### src/inc/rspc_pkg.sv
// Functional notes
// - Network reset restores only network settings, firmware and configuration kept.
// - Factory restore restores network settings, firmware image and configuration.
// - Restore switches are evaluated only during the boot following power-up.
// - Factory switch wins; network switch alone selects network reset; else normal.
// - During restore selection LEDs show a pattern naming the chosen option.
// - Restore starts only after both restore switches are seen off.
// - Restore pattern stays on the LEDs until the restore completes.
// - Switches not cleared within 30 s after boot abandon restore, boot normally.
// - Power cycle after abort with same switches re-enters restore selection.
// - Factory restore completion reboots the device without operator action.
// - After restore reboot use factory network address, green power LED on.
// - Live network-reset and factory-restore switch positions are readable.
// - Shutdown held 0.5 s disconnects stacks first, then removes own power.
// - Shutdown held continuously 10 s forces hardware power down.
// - Enable input restores power while the device is powered down.
// - With under-voltage lockout disabled, shutdown cannot remove power.
// - Firmware lockout configuration has no effect on shutdown behaviour.
// - Enable overrides shutdown and holds power on during lockout event.
// - Shutdown and enable input levels are readable while powered.
// - Under-voltage lockout is active only when its config switch is on.
package rspc_pkg;
  localparam int unsigned CLK_HZ = 250_000_000;
  localparam int unsigned RESTORE_TIMEOUT_MS = 30_000;
  localparam int unsigned SOFT_SHDN_MS = 500;
  localparam int unsigned HARD_SHDN_MS = 10_000;
  localparam int unsigned DEBOUNCE_US = 1_000;
  localparam longint unsigned CYC_PER_MS = CLK_HZ / 1000;
  localparam longint unsigned RESTORE_TIMEOUT_CYC = RESTORE_TIMEOUT_MS * CYC_PER_MS;
  localparam longint unsigned SOFT_SHDN_CYC = SOFT_SHDN_MS * CYC_PER_MS;
  localparam longint unsigned HARD_SHDN_CYC = HARD_SHDN_MS * CYC_PER_MS;
  localparam longint unsigned DEBOUNCE_CYC = DEBOUNCE_US * (CLK_HZ / 1_000_000);
  localparam int unsigned TMR_W = 33;
  // APB map, byte addresses
  localparam logic [7:0] ADDR_STATUS = 8'h00;
  localparam logic [7:0] ADDR_CTRL = 8'h04;
  localparam logic [7:0] ADDR_CMD = 8'h08;
  // STATUS bit positions
  localparam int unsigned ST_NET_SW = 0;
  localparam int unsigned ST_FAC_SW = 1;
  localparam int unsigned ST_SHDN = 2;
  localparam int unsigned ST_EN = 3;
  localparam int unsigned ST_UVLO_SW = 4;
  localparam int unsigned ST_SEL_LO = 8;
  localparam int unsigned ST_PHASE_LO = 12;
  localparam int unsigned ST_DISC_REQ = 20;
  localparam int unsigned ST_PWR_ON = 21;
  localparam int unsigned ST_FACT_IP = 22;
  // Command bits: write one at CMD to report stacks disconnected / restore done; CTRL bit holds lockout event
  localparam int unsigned CT_DISC_DONE = 0;
  localparam int unsigned CT_RESTORE_DONE = 1;
  localparam int unsigned CT_UV_EVENT = 2;
  // LED codes: {green, amber, red}
  localparam logic [2:0] LED_OFF = 3'h0;
  localparam logic [2:0] LED_GREEN = 3'h4;
  localparam logic [2:0] LED_NET = 3'h2;
  localparam logic [2:0] LED_FAC = 3'h3;
  typedef enum logic [1:0] {SEL_NONE = 2'h0, SEL_NET = 2'h1, SEL_FAC = 2'h2} rspc_sel_type;
  typedef enum logic [5:0] {
    PH_BOOT = 6'h01, PH_WAIT_ACK = 6'h02, PH_RESTORE = 6'h04,
    PH_REBOOT = 6'h08, PH_RUN = 6'h10, PH_OFF = 6'h20
  } rspc_phase_type;
  // Restore actions to the storage controller
  typedef struct packed {
    logic reset_net;
    logic restore_fw;
    logic restore_cfg;
    logic reboot;
  } rspc_action_type;
endpackage : rspc_pkg

### src/rspc_ctrl.sv
// Decided for this implementation: the APB interface to the registers and the address map.
module rspc_ctrl #(
  parameter longint unsigned RESTORE_TIMEOUT = rspc_pkg::RESTORE_TIMEOUT_CYC,
  parameter longint unsigned SOFT_SHDN = rspc_pkg::SOFT_SHDN_CYC,
  parameter longint unsigned HARD_SHDN = rspc_pkg::HARD_SHDN_CYC,
  parameter longint unsigned DEBOUNCE = rspc_pkg::DEBOUNCE_CYC
) (
  input wire logic core_clk,
  input wire logic reset,
  input wire logic net_sw,
  input wire logic fac_sw,
  input wire logic uvlo_sw,
  input wire logic shdn_in,
  input wire logic en_in,
  input wire logic psel,
  input wire logic penable,
  input wire logic pwrite,
  input wire logic [7:0] paddr,
  input wire logic [31:0] pwdata,
  output logic [31:0] prdata,
  output logic pready,
  output logic pslverr,
  output logic [2:0] led,
  output rspc_pkg::rspc_action_type action,
  output logic disc_req,
  output logic pwr_on,
  output logic fact_ip
);
  localparam logic [rspc_pkg::TMR_W-1:0] T_RESTORE = rspc_pkg::TMR_W'(RESTORE_TIMEOUT);
  localparam logic [rspc_pkg::TMR_W-1:0] T_SOFT = rspc_pkg::TMR_W'(SOFT_SHDN);
  localparam logic [rspc_pkg::TMR_W-1:0] T_HARD = rspc_pkg::TMR_W'(HARD_SHDN);
  localparam logic [rspc_pkg::TMR_W-1:0] T_DEB = rspc_pkg::TMR_W'(DEBOUNCE);

  // Saturating increment shared by all timers
  function automatic logic [rspc_pkg::TMR_W-1:0] tick(input logic [rspc_pkg::TMR_W-1:0] v);
    tick = (&v) ? v : v + 1'b1;
  endfunction : tick

  // Synchroniser pairs for five inputs: net, fac, uvlo, shdn, en
  logic [4:0] sync1_reg;
  logic [4:0] sync2_reg;
  logic [4:0] deb_reg;
  logic [4:0] raw;
  always_ff @(posedge core_clk or posedge reset)
  begin
    if (reset)
    begin
      sync1_reg <= 5'h00;
      sync2_reg <= 5'h00;
    end
    else
    begin
      sync1_reg <= {en_in, shdn_in, uvlo_sw, fac_sw, net_sw};
      sync2_reg <= sync1_reg;
    end
  end
  assign raw = sync2_reg;

  // Debounce: a level is accepted after it stays stable for the debounce time
  logic [rspc_pkg::TMR_W-1:0] deb_cnt_reg [5];
  always_ff @(posedge core_clk or posedge reset)
  begin
    if (reset)
    begin
      deb_reg <= 5'h00;
      for (int i = 0; i < 5; i++)
      begin
        deb_cnt_reg[i] <= '0;
      end
    end
    else
    begin
      for (int i = 0; i < 5; i++)
      begin
        if (raw[i] == deb_reg[i])
        begin
          deb_cnt_reg[i] <= '0;
        end
        else if (deb_cnt_reg[i] >= T_DEB - 1'b1)
        begin
          deb_reg[i] <= raw[i];
          deb_cnt_reg[i] <= '0;
        end
        else
        begin
          deb_cnt_reg[i] <= tick(deb_cnt_reg[i]);
        end
      end
    end
  end
  logic s_net, s_fac, s_uvlo, s_shdn, s_en;
  assign {s_en, s_shdn, s_uvlo, s_fac, s_net} = deb_reg;

  // APB-written control strobes
  logic disc_done, restore_done, uv_event_reg;
  logic wr;
  assign wr = psel && penable && pwrite;
  assign disc_done = wr && (paddr == rspc_pkg::ADDR_CMD) && pwdata[rspc_pkg::CT_DISC_DONE];
  assign restore_done = wr && (paddr == rspc_pkg::ADDR_CMD) && pwdata[rspc_pkg::CT_RESTORE_DONE];

  // Boot phase machine
  rspc_pkg::rspc_phase_type phase_reg;
  rspc_pkg::rspc_sel_type sel_reg;
  logic [rspc_pkg::TMR_W-1:0] boot_cnt_reg;
  logic [rspc_pkg::TMR_W-1:0] deb_wait_reg;
  logic fact_ip_reg;
  logic hard_off, soft_off, pwr_restore;
  always_ff @(posedge core_clk or posedge reset)
  begin
    if (reset)
    begin
      phase_reg <= rspc_pkg::PH_BOOT;
      sel_reg <= rspc_pkg::SEL_NONE;
      boot_cnt_reg <= '0;
      deb_wait_reg <= '0;
      fact_ip_reg <= 1'b0;
    end
    else
    begin
      case (phase_reg)
        rspc_pkg::PH_BOOT:
        begin
          // Let the debouncers settle before sampling switches once
          deb_wait_reg <= tick(deb_wait_reg);
          if (deb_wait_reg >= T_DEB + 2'd3)
          begin
            if (s_fac)
            begin
              sel_reg <= rspc_pkg::SEL_FAC;
              phase_reg <= rspc_pkg::PH_WAIT_ACK;
            end
            else if (s_net)
            begin
              sel_reg <= rspc_pkg::SEL_NET;
              phase_reg <= rspc_pkg::PH_WAIT_ACK;
            end
            else
            begin
              sel_reg <= rspc_pkg::SEL_NONE;
              phase_reg <= rspc_pkg::PH_RUN;
            end
            boot_cnt_reg <= '0;
          end
        end
        rspc_pkg::PH_WAIT_ACK:
        begin
          boot_cnt_reg <= tick(boot_cnt_reg);
          if (!s_fac && !s_net)
          begin
            phase_reg <= rspc_pkg::PH_RESTORE;
          end
          else if (boot_cnt_reg >= T_RESTORE - 1'b1)
          begin
            sel_reg <= rspc_pkg::SEL_NONE;
            phase_reg <= rspc_pkg::PH_RUN;
          end
        end
        rspc_pkg::PH_RESTORE:
        begin
          if (restore_done)
          begin
            fact_ip_reg <= 1'b1;
            phase_reg <= (sel_reg == rspc_pkg::SEL_FAC) ? rspc_pkg::PH_REBOOT : rspc_pkg::PH_RUN;
          end
        end
        rspc_pkg::PH_REBOOT:
        begin
          phase_reg <= rspc_pkg::PH_RUN;
          sel_reg <= rspc_pkg::SEL_NONE;
        end
        rspc_pkg::PH_RUN:
        begin
          if (hard_off || soft_off)
          begin
            phase_reg <= rspc_pkg::PH_OFF;
          end
        end
        rspc_pkg::PH_OFF:
        begin
          if (pwr_restore)
          begin
            phase_reg <= rspc_pkg::PH_RUN;
          end
        end
        default:
        begin
          phase_reg <= rspc_pkg::PH_BOOT;
        end
      endcase
    end
  end

  // Shutdown timing; lockout switch gates power removal, firmware setting unused
  logic [rspc_pkg::TMR_W-1:0] shdn_cnt_reg;
  logic disc_pend_reg;
  logic may_off;
  assign may_off = s_uvlo && !s_en;
  always_ff @(posedge core_clk or posedge reset)
  begin
    if (reset)
    begin
      shdn_cnt_reg <= '0;
    end
    else if (s_shdn && phase_reg == rspc_pkg::PH_RUN)
    begin
      shdn_cnt_reg <= tick(shdn_cnt_reg);
    end
    else
    begin
      shdn_cnt_reg <= '0;
    end
  end
  // Disconnect request held until firmware reports stacks open
  always_ff @(posedge core_clk or posedge reset)
  begin
    if (reset)
    begin
      disc_pend_reg <= 1'b0;
    end
    else if (phase_reg != rspc_pkg::PH_RUN)
    begin
      disc_pend_reg <= 1'b0;
    end
    else if (shdn_cnt_reg == T_SOFT - 1'b1 && may_off)
    begin
      disc_pend_reg <= 1'b1;
    end
    else if (disc_done)
    begin
      disc_pend_reg <= 1'b0;
    end
  end
  assign soft_off = disc_pend_reg && disc_done && may_off;
  assign hard_off = (shdn_cnt_reg >= T_HARD - 1'b1) && may_off;
  // Lockout event latch from firmware, cleared only by reset or a CTRL write with bit CT_UV_EVENT zero
  always_ff @(posedge core_clk or posedge reset)
  begin
    if (reset)
    begin
      uv_event_reg <= 1'b0;
    end
    else if (wr && paddr == rspc_pkg::ADDR_CTRL)
    begin
      uv_event_reg <= pwdata[rspc_pkg::CT_UV_EVENT];
    end
  end
  assign pwr_restore = s_en;

  // Outputs from flip-flops
  always_ff @(posedge core_clk or posedge reset)
  begin
    if (reset)
    begin
      led <= rspc_pkg::LED_OFF;
      action <= '0;
      disc_req <= 1'b0;
      pwr_on <= 1'b1;
      fact_ip <= 1'b0;
    end
    else
    begin
      if (phase_reg == rspc_pkg::PH_WAIT_ACK || phase_reg == rspc_pkg::PH_RESTORE)
      begin
        led <= (sel_reg == rspc_pkg::SEL_FAC) ? rspc_pkg::LED_FAC : rspc_pkg::LED_NET;
      end
      else if (phase_reg == rspc_pkg::PH_RUN)
      begin
        led <= rspc_pkg::LED_GREEN;
      end
      else
      begin
        led <= rspc_pkg::LED_OFF;
      end
      action.reset_net <= phase_reg == rspc_pkg::PH_RESTORE;
      action.restore_fw <= phase_reg == rspc_pkg::PH_RESTORE && sel_reg == rspc_pkg::SEL_FAC;
      action.restore_cfg <= phase_reg == rspc_pkg::PH_RESTORE && sel_reg == rspc_pkg::SEL_FAC;
      action.reboot <= phase_reg == rspc_pkg::PH_REBOOT;
      disc_req <= disc_pend_reg;
      pwr_on <= !(phase_reg == rspc_pkg::PH_OFF || hard_off || soft_off) || s_en;
      fact_ip <= fact_ip_reg;
    end
  end

  // APB slave: zero wait states, unmapped reads zero with error
  logic mapped;
  assign mapped = paddr == rspc_pkg::ADDR_STATUS || paddr == rspc_pkg::ADDR_CTRL || paddr == rspc_pkg::ADDR_CMD;
  always_ff @(posedge core_clk or posedge reset)
  begin
    if (reset)
    begin
      prdata <= 32'h0000_0000;
      pready <= 1'b0;
      pslverr <= 1'b0;
    end
    else
    begin
      pready <= psel && !penable;
      pslverr <= psel && !penable && !mapped;
      prdata <= 32'h0000_0000;
      if (psel && !penable && !pwrite && paddr == rspc_pkg::ADDR_STATUS)
      begin
        prdata[rspc_pkg::ST_NET_SW] <= s_net;
        prdata[rspc_pkg::ST_FAC_SW] <= s_fac;
        prdata[rspc_pkg::ST_SHDN] <= s_shdn;
        prdata[rspc_pkg::ST_EN] <= s_en;
        prdata[rspc_pkg::ST_UVLO_SW] <= s_uvlo;
        prdata[rspc_pkg::ST_SEL_LO +: 2] <= sel_reg;
        prdata[rspc_pkg::ST_PHASE_LO +: 6] <= phase_reg;
        prdata[rspc_pkg::ST_DISC_REQ] <= disc_pend_reg;
        prdata[rspc_pkg::ST_PWR_ON] <= pwr_on;
        prdata[rspc_pkg::ST_FACT_IP] <= fact_ip_reg;
      end
      else if (psel && !penable && !pwrite && paddr == rspc_pkg::ADDR_CTRL)
      begin
        prdata[rspc_pkg::CT_UV_EVENT] <= uv_event_reg;
      end
    end
  end

  // Checks
  a_ack_starts_restore: assert property (@(posedge core_clk) disable iff (reset)
    phase_reg == rspc_pkg::PH_WAIT_ACK && !s_fac && !s_net |=> phase_reg == rspc_pkg::PH_RESTORE)
    else $error("restore did not start on ack");
  a_fac_priority: assert property (@(posedge core_clk) disable iff (reset)
    phase_reg == rspc_pkg::PH_BOOT && $changed(phase_reg) == 0 && s_fac && deb_wait_reg >= T_DEB + 2'd3
    |=> sel_reg == rspc_pkg::SEL_FAC)
    else $error("factory switch not prioritised");
  a_led_restore: assert property (@(posedge core_clk) disable iff (reset)
    phase_reg == rspc_pkg::PH_RESTORE && sel_reg == rspc_pkg::SEL_FAC |=> led == rspc_pkg::LED_FAC)
    else $error("restore pattern missing");
  a_fac_reboot: assert property (@(posedge core_clk) disable iff (reset)
    phase_reg == rspc_pkg::PH_RESTORE && restore_done && sel_reg == rspc_pkg::SEL_FAC
    |=> phase_reg == rspc_pkg::PH_REBOOT ##1 action.reboot)
    else $error("no reboot after factory restore");
  a_uvlo_blocks: assert property (@(posedge core_clk) disable iff (reset)
    !s_uvlo && phase_reg == rspc_pkg::PH_RUN |=> phase_reg == rspc_pkg::PH_RUN)
    else $error("power removed with lockout disabled");
  a_enable_holds: assert property (@(posedge core_clk) disable iff (reset)
    s_en |=> pwr_on)
    else $error("enable did not hold power");
  a_timeout_abort: assert property (@(posedge core_clk) disable iff (reset)
    phase_reg == rspc_pkg::PH_WAIT_ACK && (s_fac || s_net) && boot_cnt_reg >= T_RESTORE - 1'b1
    |=> phase_reg == rspc_pkg::PH_RUN && sel_reg == rspc_pkg::SEL_NONE)
    else $error("restore not abandoned");
  a_soft_disc: assert property (@(posedge core_clk) disable iff (reset)
    phase_reg == rspc_pkg::PH_RUN && shdn_cnt_reg == T_SOFT - 1'b1 && may_off |=> ##1 disc_req)
    else $error("no disconnect request");

  // Boot decode, restore pattern, power path and status checks
  a_net_select: assert property (@(posedge core_clk) disable iff (reset)
    phase_reg == rspc_pkg::PH_BOOT && deb_wait_reg >= T_DEB + 2'd3 && !s_fac && s_net
    |=> sel_reg == rspc_pkg::SEL_NET && phase_reg == rspc_pkg::PH_WAIT_ACK)
    else $error("network switch not decoded");
  a_plain_boot: assert property (@(posedge core_clk) disable iff (reset)
    phase_reg == rspc_pkg::PH_BOOT && deb_wait_reg >= T_DEB + 2'd3 && !s_fac && !s_net
    |=> sel_reg == rspc_pkg::SEL_NONE && phase_reg == rspc_pkg::PH_RUN)
    else $error("normal boot not taken");
  a_led_net: assert property (@(posedge core_clk) disable iff (reset)
    (phase_reg == rspc_pkg::PH_WAIT_ACK || phase_reg == rspc_pkg::PH_RESTORE) && sel_reg == rspc_pkg::SEL_NET
    |=> led == rspc_pkg::LED_NET)
    else $error("network pattern missing");
  a_net_only: assert property (@(posedge core_clk) disable iff (reset)
    phase_reg == rspc_pkg::PH_RESTORE && sel_reg == rspc_pkg::SEL_NET
    |=> action.reset_net && !action.restore_fw && !action.restore_cfg)
    else $error("network reset touched firmware");
  a_hard_off: assert property (@(posedge core_clk) disable iff (reset)
    phase_reg == rspc_pkg::PH_RUN && shdn_cnt_reg >= T_HARD - 1'b1 && may_off
    |=> phase_reg == rspc_pkg::PH_OFF && !pwr_on)
    else $error("hard shutdown missed");
  a_enable_wakes: assert property (@(posedge core_clk) disable iff (reset)
    phase_reg == rspc_pkg::PH_OFF && s_en
    |=> phase_reg == rspc_pkg::PH_RUN)
    else $error("enable did not restore power");
  a_reboot_green: assert property (@(posedge core_clk) disable iff (reset)
    phase_reg == rspc_pkg::PH_REBOOT
    |=> phase_reg == rspc_pkg::PH_RUN && fact_ip_reg ##1 led == rspc_pkg::LED_GREEN)
    else $error("no green run after reboot");
  a_live_switches: assert property (@(posedge core_clk) disable iff (reset)
    psel && !penable && !pwrite && paddr == rspc_pkg::ADDR_STATUS
    |=> prdata[rspc_pkg::ST_NET_SW] == $past(s_net) && prdata[rspc_pkg::ST_FAC_SW] == $past(s_fac))
    else $error("switch status wrong");
  a_input_status: assert property (@(posedge core_clk) disable iff (reset)
    psel && !penable && !pwrite && paddr == rspc_pkg::ADDR_STATUS
    |=> prdata[rspc_pkg::ST_SHDN] == $past(s_shdn) && prdata[rspc_pkg::ST_EN] == $past(s_en))
    else $error("input status wrong");
endmodule : rspc_ctrl

### config.mk
export PLATFORM = sky130hd
export DESIGN_NAME = rspc_ctrl
export DESIGN_NICKNAME = d
export VERILOG_FILES = /design/src/inc/rspc_pkg.sv /design/src/rspc_ctrl.sv
export SDC_FILE = /design/constraint.sdc
export NUM_CORES = 1
export LEC_CHECK = 0
export BUFFER_PORTS_ARGS = -buffer_cell sky130_fd_sc_hd__buf_2
export CAP_MARGIN = 20
export CORE_AREA = 2 2 165 167
export DETAILED_ROUTE_END_ITERATION = 6
export DIE_AREA = 0 0 167 169
export HOLD_SLACK_MARGIN = 0.03
export PLACE_DENSITY = 0.83
export SYNTH_ARGS = -nofsm -noshare
export SYNTH_HDL_FRONTEND = slang
export SYNTH_SLANG_ARGS = --single-unit
### constraint.sdc
create_clock -name core_clk -period 18 [get_ports core_clk]
set_clock_uncertainty 0.2 [all_clocks]
set_input_delay 3.6 -clock core_clk [delete_from_list [all_inputs] [get_ports core_clk]]
set_output_delay 3.6 -clock core_clk [all_outputs]
set_load 0.005 [all_outputs]
==> results of run 1 <==
==> cell families (layout without fill, tap and decap cells) <==
group | Yosys count | after routing | synth area share
muxes | 21 | 21 | 0.0153
other | 1 | 87 | 0.000260
buffers and inverters | 94 | 143 | 0.0312
AOI/OAI and AO/OA | 157 | 157 | 0.0699
adders and majority gates | 16 | 16 | 0.0139
xor gates and xnor gates | 143 | 143 | 0.0869
and+or+nand+nor | 656 | 656 | 0.232
DFF | 317 | 317 | 0.551
==> stage by stage <==
stage,util,std cells,instance area [um2]
6_report,0.619,1881,16400
3_5_place_dp,0.570,1816,15100
2_1_floorplan,-,1490,14700
4_1_cts,0.615,1876,16300
5_1_grt,0.619,1880,16400
3_3_place_gp,0.570,1816,15100
==> layer usage <==
layer  wire length, um  part of all wire  up-vias  global-route usage
met5                 0                 0        -                   0
met1             12800              0.43     5273               0.280
met3              1440             0.049       62              0.0383
li1                  -                 -     5089                   -
met4               797             0.027        0              0.0720
met2             14600              0.49      276               0.364
==> power groups by stage <==
stage               combinational, mW  clock [mW]  sequential [mW]
CTS                            0.0245       0.759            0.729
global route                   0.0307       0.790            0.730
floorplan                      0.0190           0            0.740
finish                         0.0256       0.745            0.729
global placement               0.0237           0            0.742
detailed placement             0.0244           0            0.742
==> cell type report <==
class,count,area [um2],area share
antenna,1,2.50,0.000153
clock buffer,50,1030,0.0631
clock inverter,10,175,0.0107
inverter,25,101,0.00618
multi-input combinational,1079,6350,0.387
sequential,317,7940,0.484
tap,341,427,0.0260
timing repair buffer,58,379,0.0231
==> Yosys cell counts, types with 5 or more instances <==
| master | instances |
|---|---|
| nand2_1 | 101 |
| and4_1 | 15 |
| buf_4 | 17 |
| xor2_1 | 92 |
| nand4b_1 | 5 |
| nor4_1 | 44 |
| or4_1 | 11 |
| nor3b_1 | 5 |
| mux2_2 | 8 |
| mux2i_1 | 13 |
| and3_1 | 34 |
| o31ai_1 | 11 |
| a21oi_1 | 37 |
| a31oi_1 | 23 |
| a21o_1 | 5 |
| nand2b_1 | 7 |
| dfrtp_1 | 315 |
| nand3_1 | 72 |
| or3_1 | 12 |
| inv_1 | 25 |
| o21ai_0 | 40 |
| nor2_1 | 198 |
| nand4_1 | 64 |
| and2_1 | 21 |
| clkbuf_1 | 36 |
| nor3_1 | 41 |
| xnor2_1 | 51 |
| buf_1 | 5 |
| buf_2 | 8 |
| nor2b_1 | 8 |
| a211o_1 | 8 |
| ha_1 | 16 |
==> worst max-delay path, stage by stage <==
cell and delay, ns:
buf_2 0.10, nor4_1 0.40, nand2_1 0.18, nor4_1 0.72, nand2_1 0.27, a211o_1 0.36, o32ai_1 0.26
==> worst min path at each step <==
stage | startpoint | endpoint | slack, ns | cells after the start
floorplan | sync1_reg[0] | raw[0] | 0.13 | 0
global placement | sync1_reg[1] | raw[1] | 0.13 | 0
detailed placement | sync1_reg[0] | raw[0] | 0.13 | 0
CTS | sync1_reg[1] | raw[1] | 0.15 | 0
global route | sync1_reg[1] | raw[1] | 0.16 | 0
finish | sync1_reg[1] | raw[1] | 0.14 | 0
==> impl_metrics.py, run 1 <==
metrics = {
    "status": {
        "outcome": "finished clean",
    },
    "routing": {
        "routed_wl_mm": 29.6,
        "drt_iter0_markers": 871,
        "first_pass_iters": 5,
        "wire_per_inst_um": 15.7,
        "vias_per_cell": 5.69,
        "postRouteAntennaNets": 0,
        "drcViolationCount": 0,
        "num_vias": 10700,
    },
    "timing": {
        "max_freq_mhz": 176,
        "hold_slack_ns": 0.139,
        "slew_headroom": 0.341,
        "finalSetupTns_ns": 0,
        "setup_ws_ns": 12.31,
        "finalCritPeriodShare": 0.316,
        "drv_slew": 0,
        "rsz0062_at_grt": "no",
        "worst_pin_slew_ns": 0.984,
        "hold_viol_final": 0,
        "setup_viol_count_final": 0,
        "min_period_ns": 5.69,
    },
    "place": {
        "post-place-ws_ns": 11.19,
        "numPortBuffers": 48,
        "dp_hpwl_mm": 19.4,
        "routabilityCongestion": 0.824,
    },
    "clock_network": {
        "ctsResizeCount": 0,
        "path_clk_slew_ns": 0.06,
        "cts_setup_buffers": 0,
        "cts_buffers": 34,
        "clock_sinks": 317,
        "tritoncts": "done",
        "hold_buffers": 0,
        "cts_root_buf": "clkbuf_16",
        "clk_latency_ns": 0.51,
        "htreeDepth": 2,
        "clk_path_buf_depth": 3,
    },
    "critical_path": {
        "endpoint": "phase_reg[4]",
        "critPathCaptureType": "register",
        "reg2reg_slack_ns": 14.09,
        "r2r_start": "boot_cnt_reg[12]",
        "worstPathRequired_ns": 18.20,
        "reg2regPathDepth": 10,
        "crit_type": "input pin to register",
        "setup.worst_path.start": "paddr[5]",
        "critPathArrivalTime_ns": 5.89,
        "r2r_end": "boot_cnt_reg[20]",
        "start_kind": "input pin",
        "critPathMaxFanout": 3,
    },
    "yosys": {
        "syn-cell-area_um2": 14400,
        "synth_area_leaders": "dfrtp_1 55%, xor2_1 5.6%, nor2_1 5.2%",
        "avgSynthCellArea_um2": 10.3,
        "synth_seq_cells": 317,
        "ys.flop_type": "dfrtp_1",
        "yosysWarnings": 0,
        "synth-edff-count": 0,
        "synth_top_area_cell": "dfrtp_1",
        "ys_async_sr_fraction": 1.00,
        "netlist_instances": 1405,
        "yosys.area.top_type_share": 0.547,
        "netlist-cell-type-count": 67,
        "yosysSeqAreaShare": 0.551,
    },
    "power": {
        "clockPowerShare": 0.497,
        "combPwrFrac": 0.017,
        "p_sw_mw": 0.302,
        "ir_drop_mv": 0.0968,
        "p_sw_frac": 0.201,
        "leakage_nw": 7.20,
        "p_seq_frac": 0.486,
        "powerDensity_nw_per_um2": 91.5,
        "intPower_mw": 1.20,
        "total_power_mw": 1.50,
    },
    "grt": {
        "grt_pass1_vias": 10739,
        "grt.overflow.total": 0,
        "grtUsageTotal": 0.214,
        "grt_pass1_wl_mm": 50.8,
        "antenna_found_initial": 1,
        "grt_max_degree": 159,
    },
    "final_layout": {
        "final_nets": 1581,
        "final_layout_size_suffix_gt1_frac": 0.0851,
        "n_fill_cell": 2073,
        "final_common_cell": "dfrtp_1",
        "final_cell_mix": "315 x dfrtp_1, 198 x nor2_1, 101 x nand2_1",
        "area.growth.synth_to_final_pct": 13.8,
        "largest_register_ffs": 165,
    },
    "floorplan": {
        "core_region_area_um2": 26500,
        "start_util": 0.544,
        "die_h_um": 169,
        "dieWidth_um": 167,
        "dieArea_um2": 28200,
        "core.rowCount": 60,
        "boundaryPins": 94,
    },
    "min_path": {
        "min_path_type": "register to register",
    },
    "flow_run": {
        "drv_cap": 0,
    },
}
(Power assumes the default switching activity.)
==> run 2: changes to the inputs <==
- ABC_AREA: not set -> 1
- CORE_AREA: 2 2 165 167 -> 2 2 176 178
- DIE_AREA: 0 0 167 169 -> 0 0 178 180
- PLACE_DENSITY: 0.83 -> 0.82
- clock period: 18 -> 6 ns (I/O delays scaled with it)
==> impl_metrics.py, run 2 <==
metrics = {
    "final_layout": {
        "n_fill_cell": 2577,
        "final_common_cell": "nand2_1",
        "final_layout_size_suffix_gt1_frac": 0.0798,
        "post-route-util": 0.604,
        "fin_area_um2": 18200,
        "largest_register_ffs": 165,
        "area.growth.synth_to_final_pct": 11.9,
        "final_nets": 2172,
        "final_cell_mix": "396 x nand2_1, 315 x dfrtp_1, 290 x nor2_1",
        "antenna_cells": 0,
        "instances_no_fill": 2526,
    },
    "timing": {
        "drv_slew": 0,
        "rsz0062_at_grt": "no",
        "hold_slack_ns": 0.148,
        "worst_pin_slew_ns": 0.927,
        "setup_viol_count_final": 0,
        "hold_viol_final": 0,
        "finalSetupTns_ns": 0,
        "min_period_ns": 3.34,
        "max_freq_mhz": 300,
        "finalCritPeriodShare": 0.556,
        "slew_headroom": 0.377,
    },
    "clock_network": {
        "cts_buffers": 35,
        "tritoncts": "done",
        "cts_setup_buffers": 0,
        "clk_path_buf_depth": 3,
        "clock_sinks": 317,
        "clk_latency_ns": 0.51,
        "path_clk_slew_ns": 0.06,
        "cts_root_buf": "clkbuf_16",
        "hold_buffers": 0,
        "htreeDepth": 2,
        "ctsResizeCount": 0,
    },
    "place": {
        "placed_cells": 2464,
        "dp_hpwl_mm": 25.9,
        "numPortBuffers": 48,
        "dpl_cell_area_um2": 17100,
        "routabilityCongestion": 0.924,
    },
    "yosys": {
        "ys_async_sr_fraction": 1.00,
        "netlist-cell-type-count": 55,
        "yosysWarnings": 0,
        "avgSynthCellArea_um2": 8.22,
        "synth_area_leaders": "dfrtp_1 48%, nand2_1 9.1%, nor2_1 6.7%",
        "synth_top_area_cell": "dfrtp_1",
        "synth_seq_cells": 317,
        "syn-cell-area_um2": 16300,
        "yosysMostFrequentCell": "nand2_1",
        "netlist_instances": 1982,
        "synthTopCellsByCount": "396 x nand2_1, 315 x dfrtp_1, 290 x nor2_1",
        "yosys.area.top_type_share": 0.484,
        "synth-edff-count": 0,
        "yosysSeqAreaShare": 0.487,
        "ys.flop_type": "dfrtp_1",
    },
    "routing": {
        "first_pass_iters": 5,
        "drt_iter0_markers": 1228,
        "wire_per_inst_um": 14.5,
        "routed_wl_mm": 36.6,
        "postRouteAntennaNets": 0,
        "num_vias": 13686,
        "drcViolationCount": 0,
        "vias_per_cell": 5.42,
    },
    "critical_path": {
        "critPathArrivalTime_ns": 3.58,
        "slowest_stage": "dfrtp_1",
        "max_stage_delay_ns": 0.47,
        "critPathCaptureType": "register",
        "critPathMaxFanout": 11,
        "worstPathRequired_ns": 6.24,
        "start_kind": "register",
        "crit_type": "register to register",
        "crit_chain": "nand2_1 -> nor2_1 -> inv_1 -> nor4_1 -> nand3_1 -> nor2_1 -> ha_1 -> clkinv_1 -> nand3_2 -> nor2_4 -> nand2_2 -> nor2_4 -> nand2_1 -> nand2_1 -> a21oi_2",
        "worst_path_most_repeated_cell": "nand2_1",
    },
    "floorplan": {
        "boundaryPins": 94,
        "die_h_um": 180,
        "dieArea_um2": 32000,
        "core.rowCount": 64,
        "start_util": 0.540,
        "dieWidth_um": 178,
        "core_region_area_um2": 30200,
    },
    "min_path": {
        "min_path_type": "register to register",
    },
    "grt": {
        "grt_max_degree": 170,
        "grt_pass1_vias": 13325,
        "grtUsageTotal": 0.233,
        "grt_pass1_wl_mm": 61.9,
        "grt.overflow.total": 0,
        "antenna_found_initial": 0,
    },
    "power": {
        "leakage_nw": 8.06,
        "ir_drop_mv": 0.181,
        "powerDensity_nw_per_um2": 237,
    },
    "flow_run": {
        "drv_cap": 0,
    },
    "status": {
        "outcome": "finished clean",
    },
}
run 2: changes by cell type after synthesis, sizes merged, moves of 19 or more:
cell and delta:
nand4 +31, and2 -21, clkbuf -20, nor2 +108
nand2 +307, and3 -31, o21ai +26, a31oi -19
xnor2 -31, nand3 +60, nor3 +51, inv +202
run 2: kinds of logic after synthesis:
logic type	synth area share
AOI/OAI and AO/OA	0.0569
xor gates and xnor gates	0.0629
adders and majority gates	0.0123
buffers and inverters	0.0707
DFF	0.487
other	0.000230
and+or+nand+nor	0.310
run 2: final cells by class:
type | instances | area (um2) | share of cell area
Timing Repair Buffer | 51 | 295 | 0.0162
Multi-Input combinational cell | 1471 | 7520 | 0.413
Clock inverter | 12 | 98.8 | 0.00542
Inverter | 230 | 867 | 0.0476
Clock buffer | 49 | 1010 | 0.0555
Tap cell | 396 | 495 | 0.0272
Sequential cell | 317 | 7940 | 0.435
run 2: per-layer routing:
metal	vias to the layer above	global-route usage	wire (um)	share of wire
met5	-	0	0	0
met1	6554	0.311	16000	0.44
met2	395	0.395	17700	0.48
met3	64	0.0349	2080	0.057
met4	0	0.0616	851	0.023
li1	6673	-	-	-
run 2: through the flow:
| step | worst slack (ns) | total power, mW |
|---|---|---|
| 6_report | 2.66 | 4.33 |
| 5_1_grt | 2.36 | 4.49 |
| 4_1_cts | 2.66 | 4.38 |
| 3_5_place_dp | 2.39 | 2.31 |
| 3_3_place_gp | 2.41 | 2.30 |
| 2_1_floorplan | 0.377 | 2.28 |
run 2: report_power, final:
group          switching (mW)  internal [mW]
sequential             0.0193           2.17
combinational          0.0623         0.0158
clock                   0.841           1.22
run 2: worst max-delay path, delay by kind of cell, from the launching register on:
| family | cells | cell delay [ns] |
|---|---|---|
| AOI/OAI and AO/OA | 1 | 0.13 |
| buffers and inverters | 2 | 0.54 |
| DFF | 1 | 0.47 |
| and+or+nand+nor | 11 | 1.47 |
| adders and majority gates | 1 | 0.44 |
run 2: path summary, 6_finish.rpt:
kind / startpoint / end / slack [ns] / cells past startpoint
setup / recovery: shdn_cnt_reg[19] / shdn_cnt_reg[27] / 2.66 / 15
hold / removal: sync1_reg[3] / raw[3] / 0.15 / 0
setup reg to reg: shdn_cnt_reg[19] / shdn_cnt_reg[27] / 2.66 / 15
hold reg to reg: sync1_reg[3] / raw[3] / 0.15 / 0
max in group asynchronous: reset / led[0] / 4.13 / 3
min in group asynchronous: reset / sync1_reg[3] / 0.73 / 3
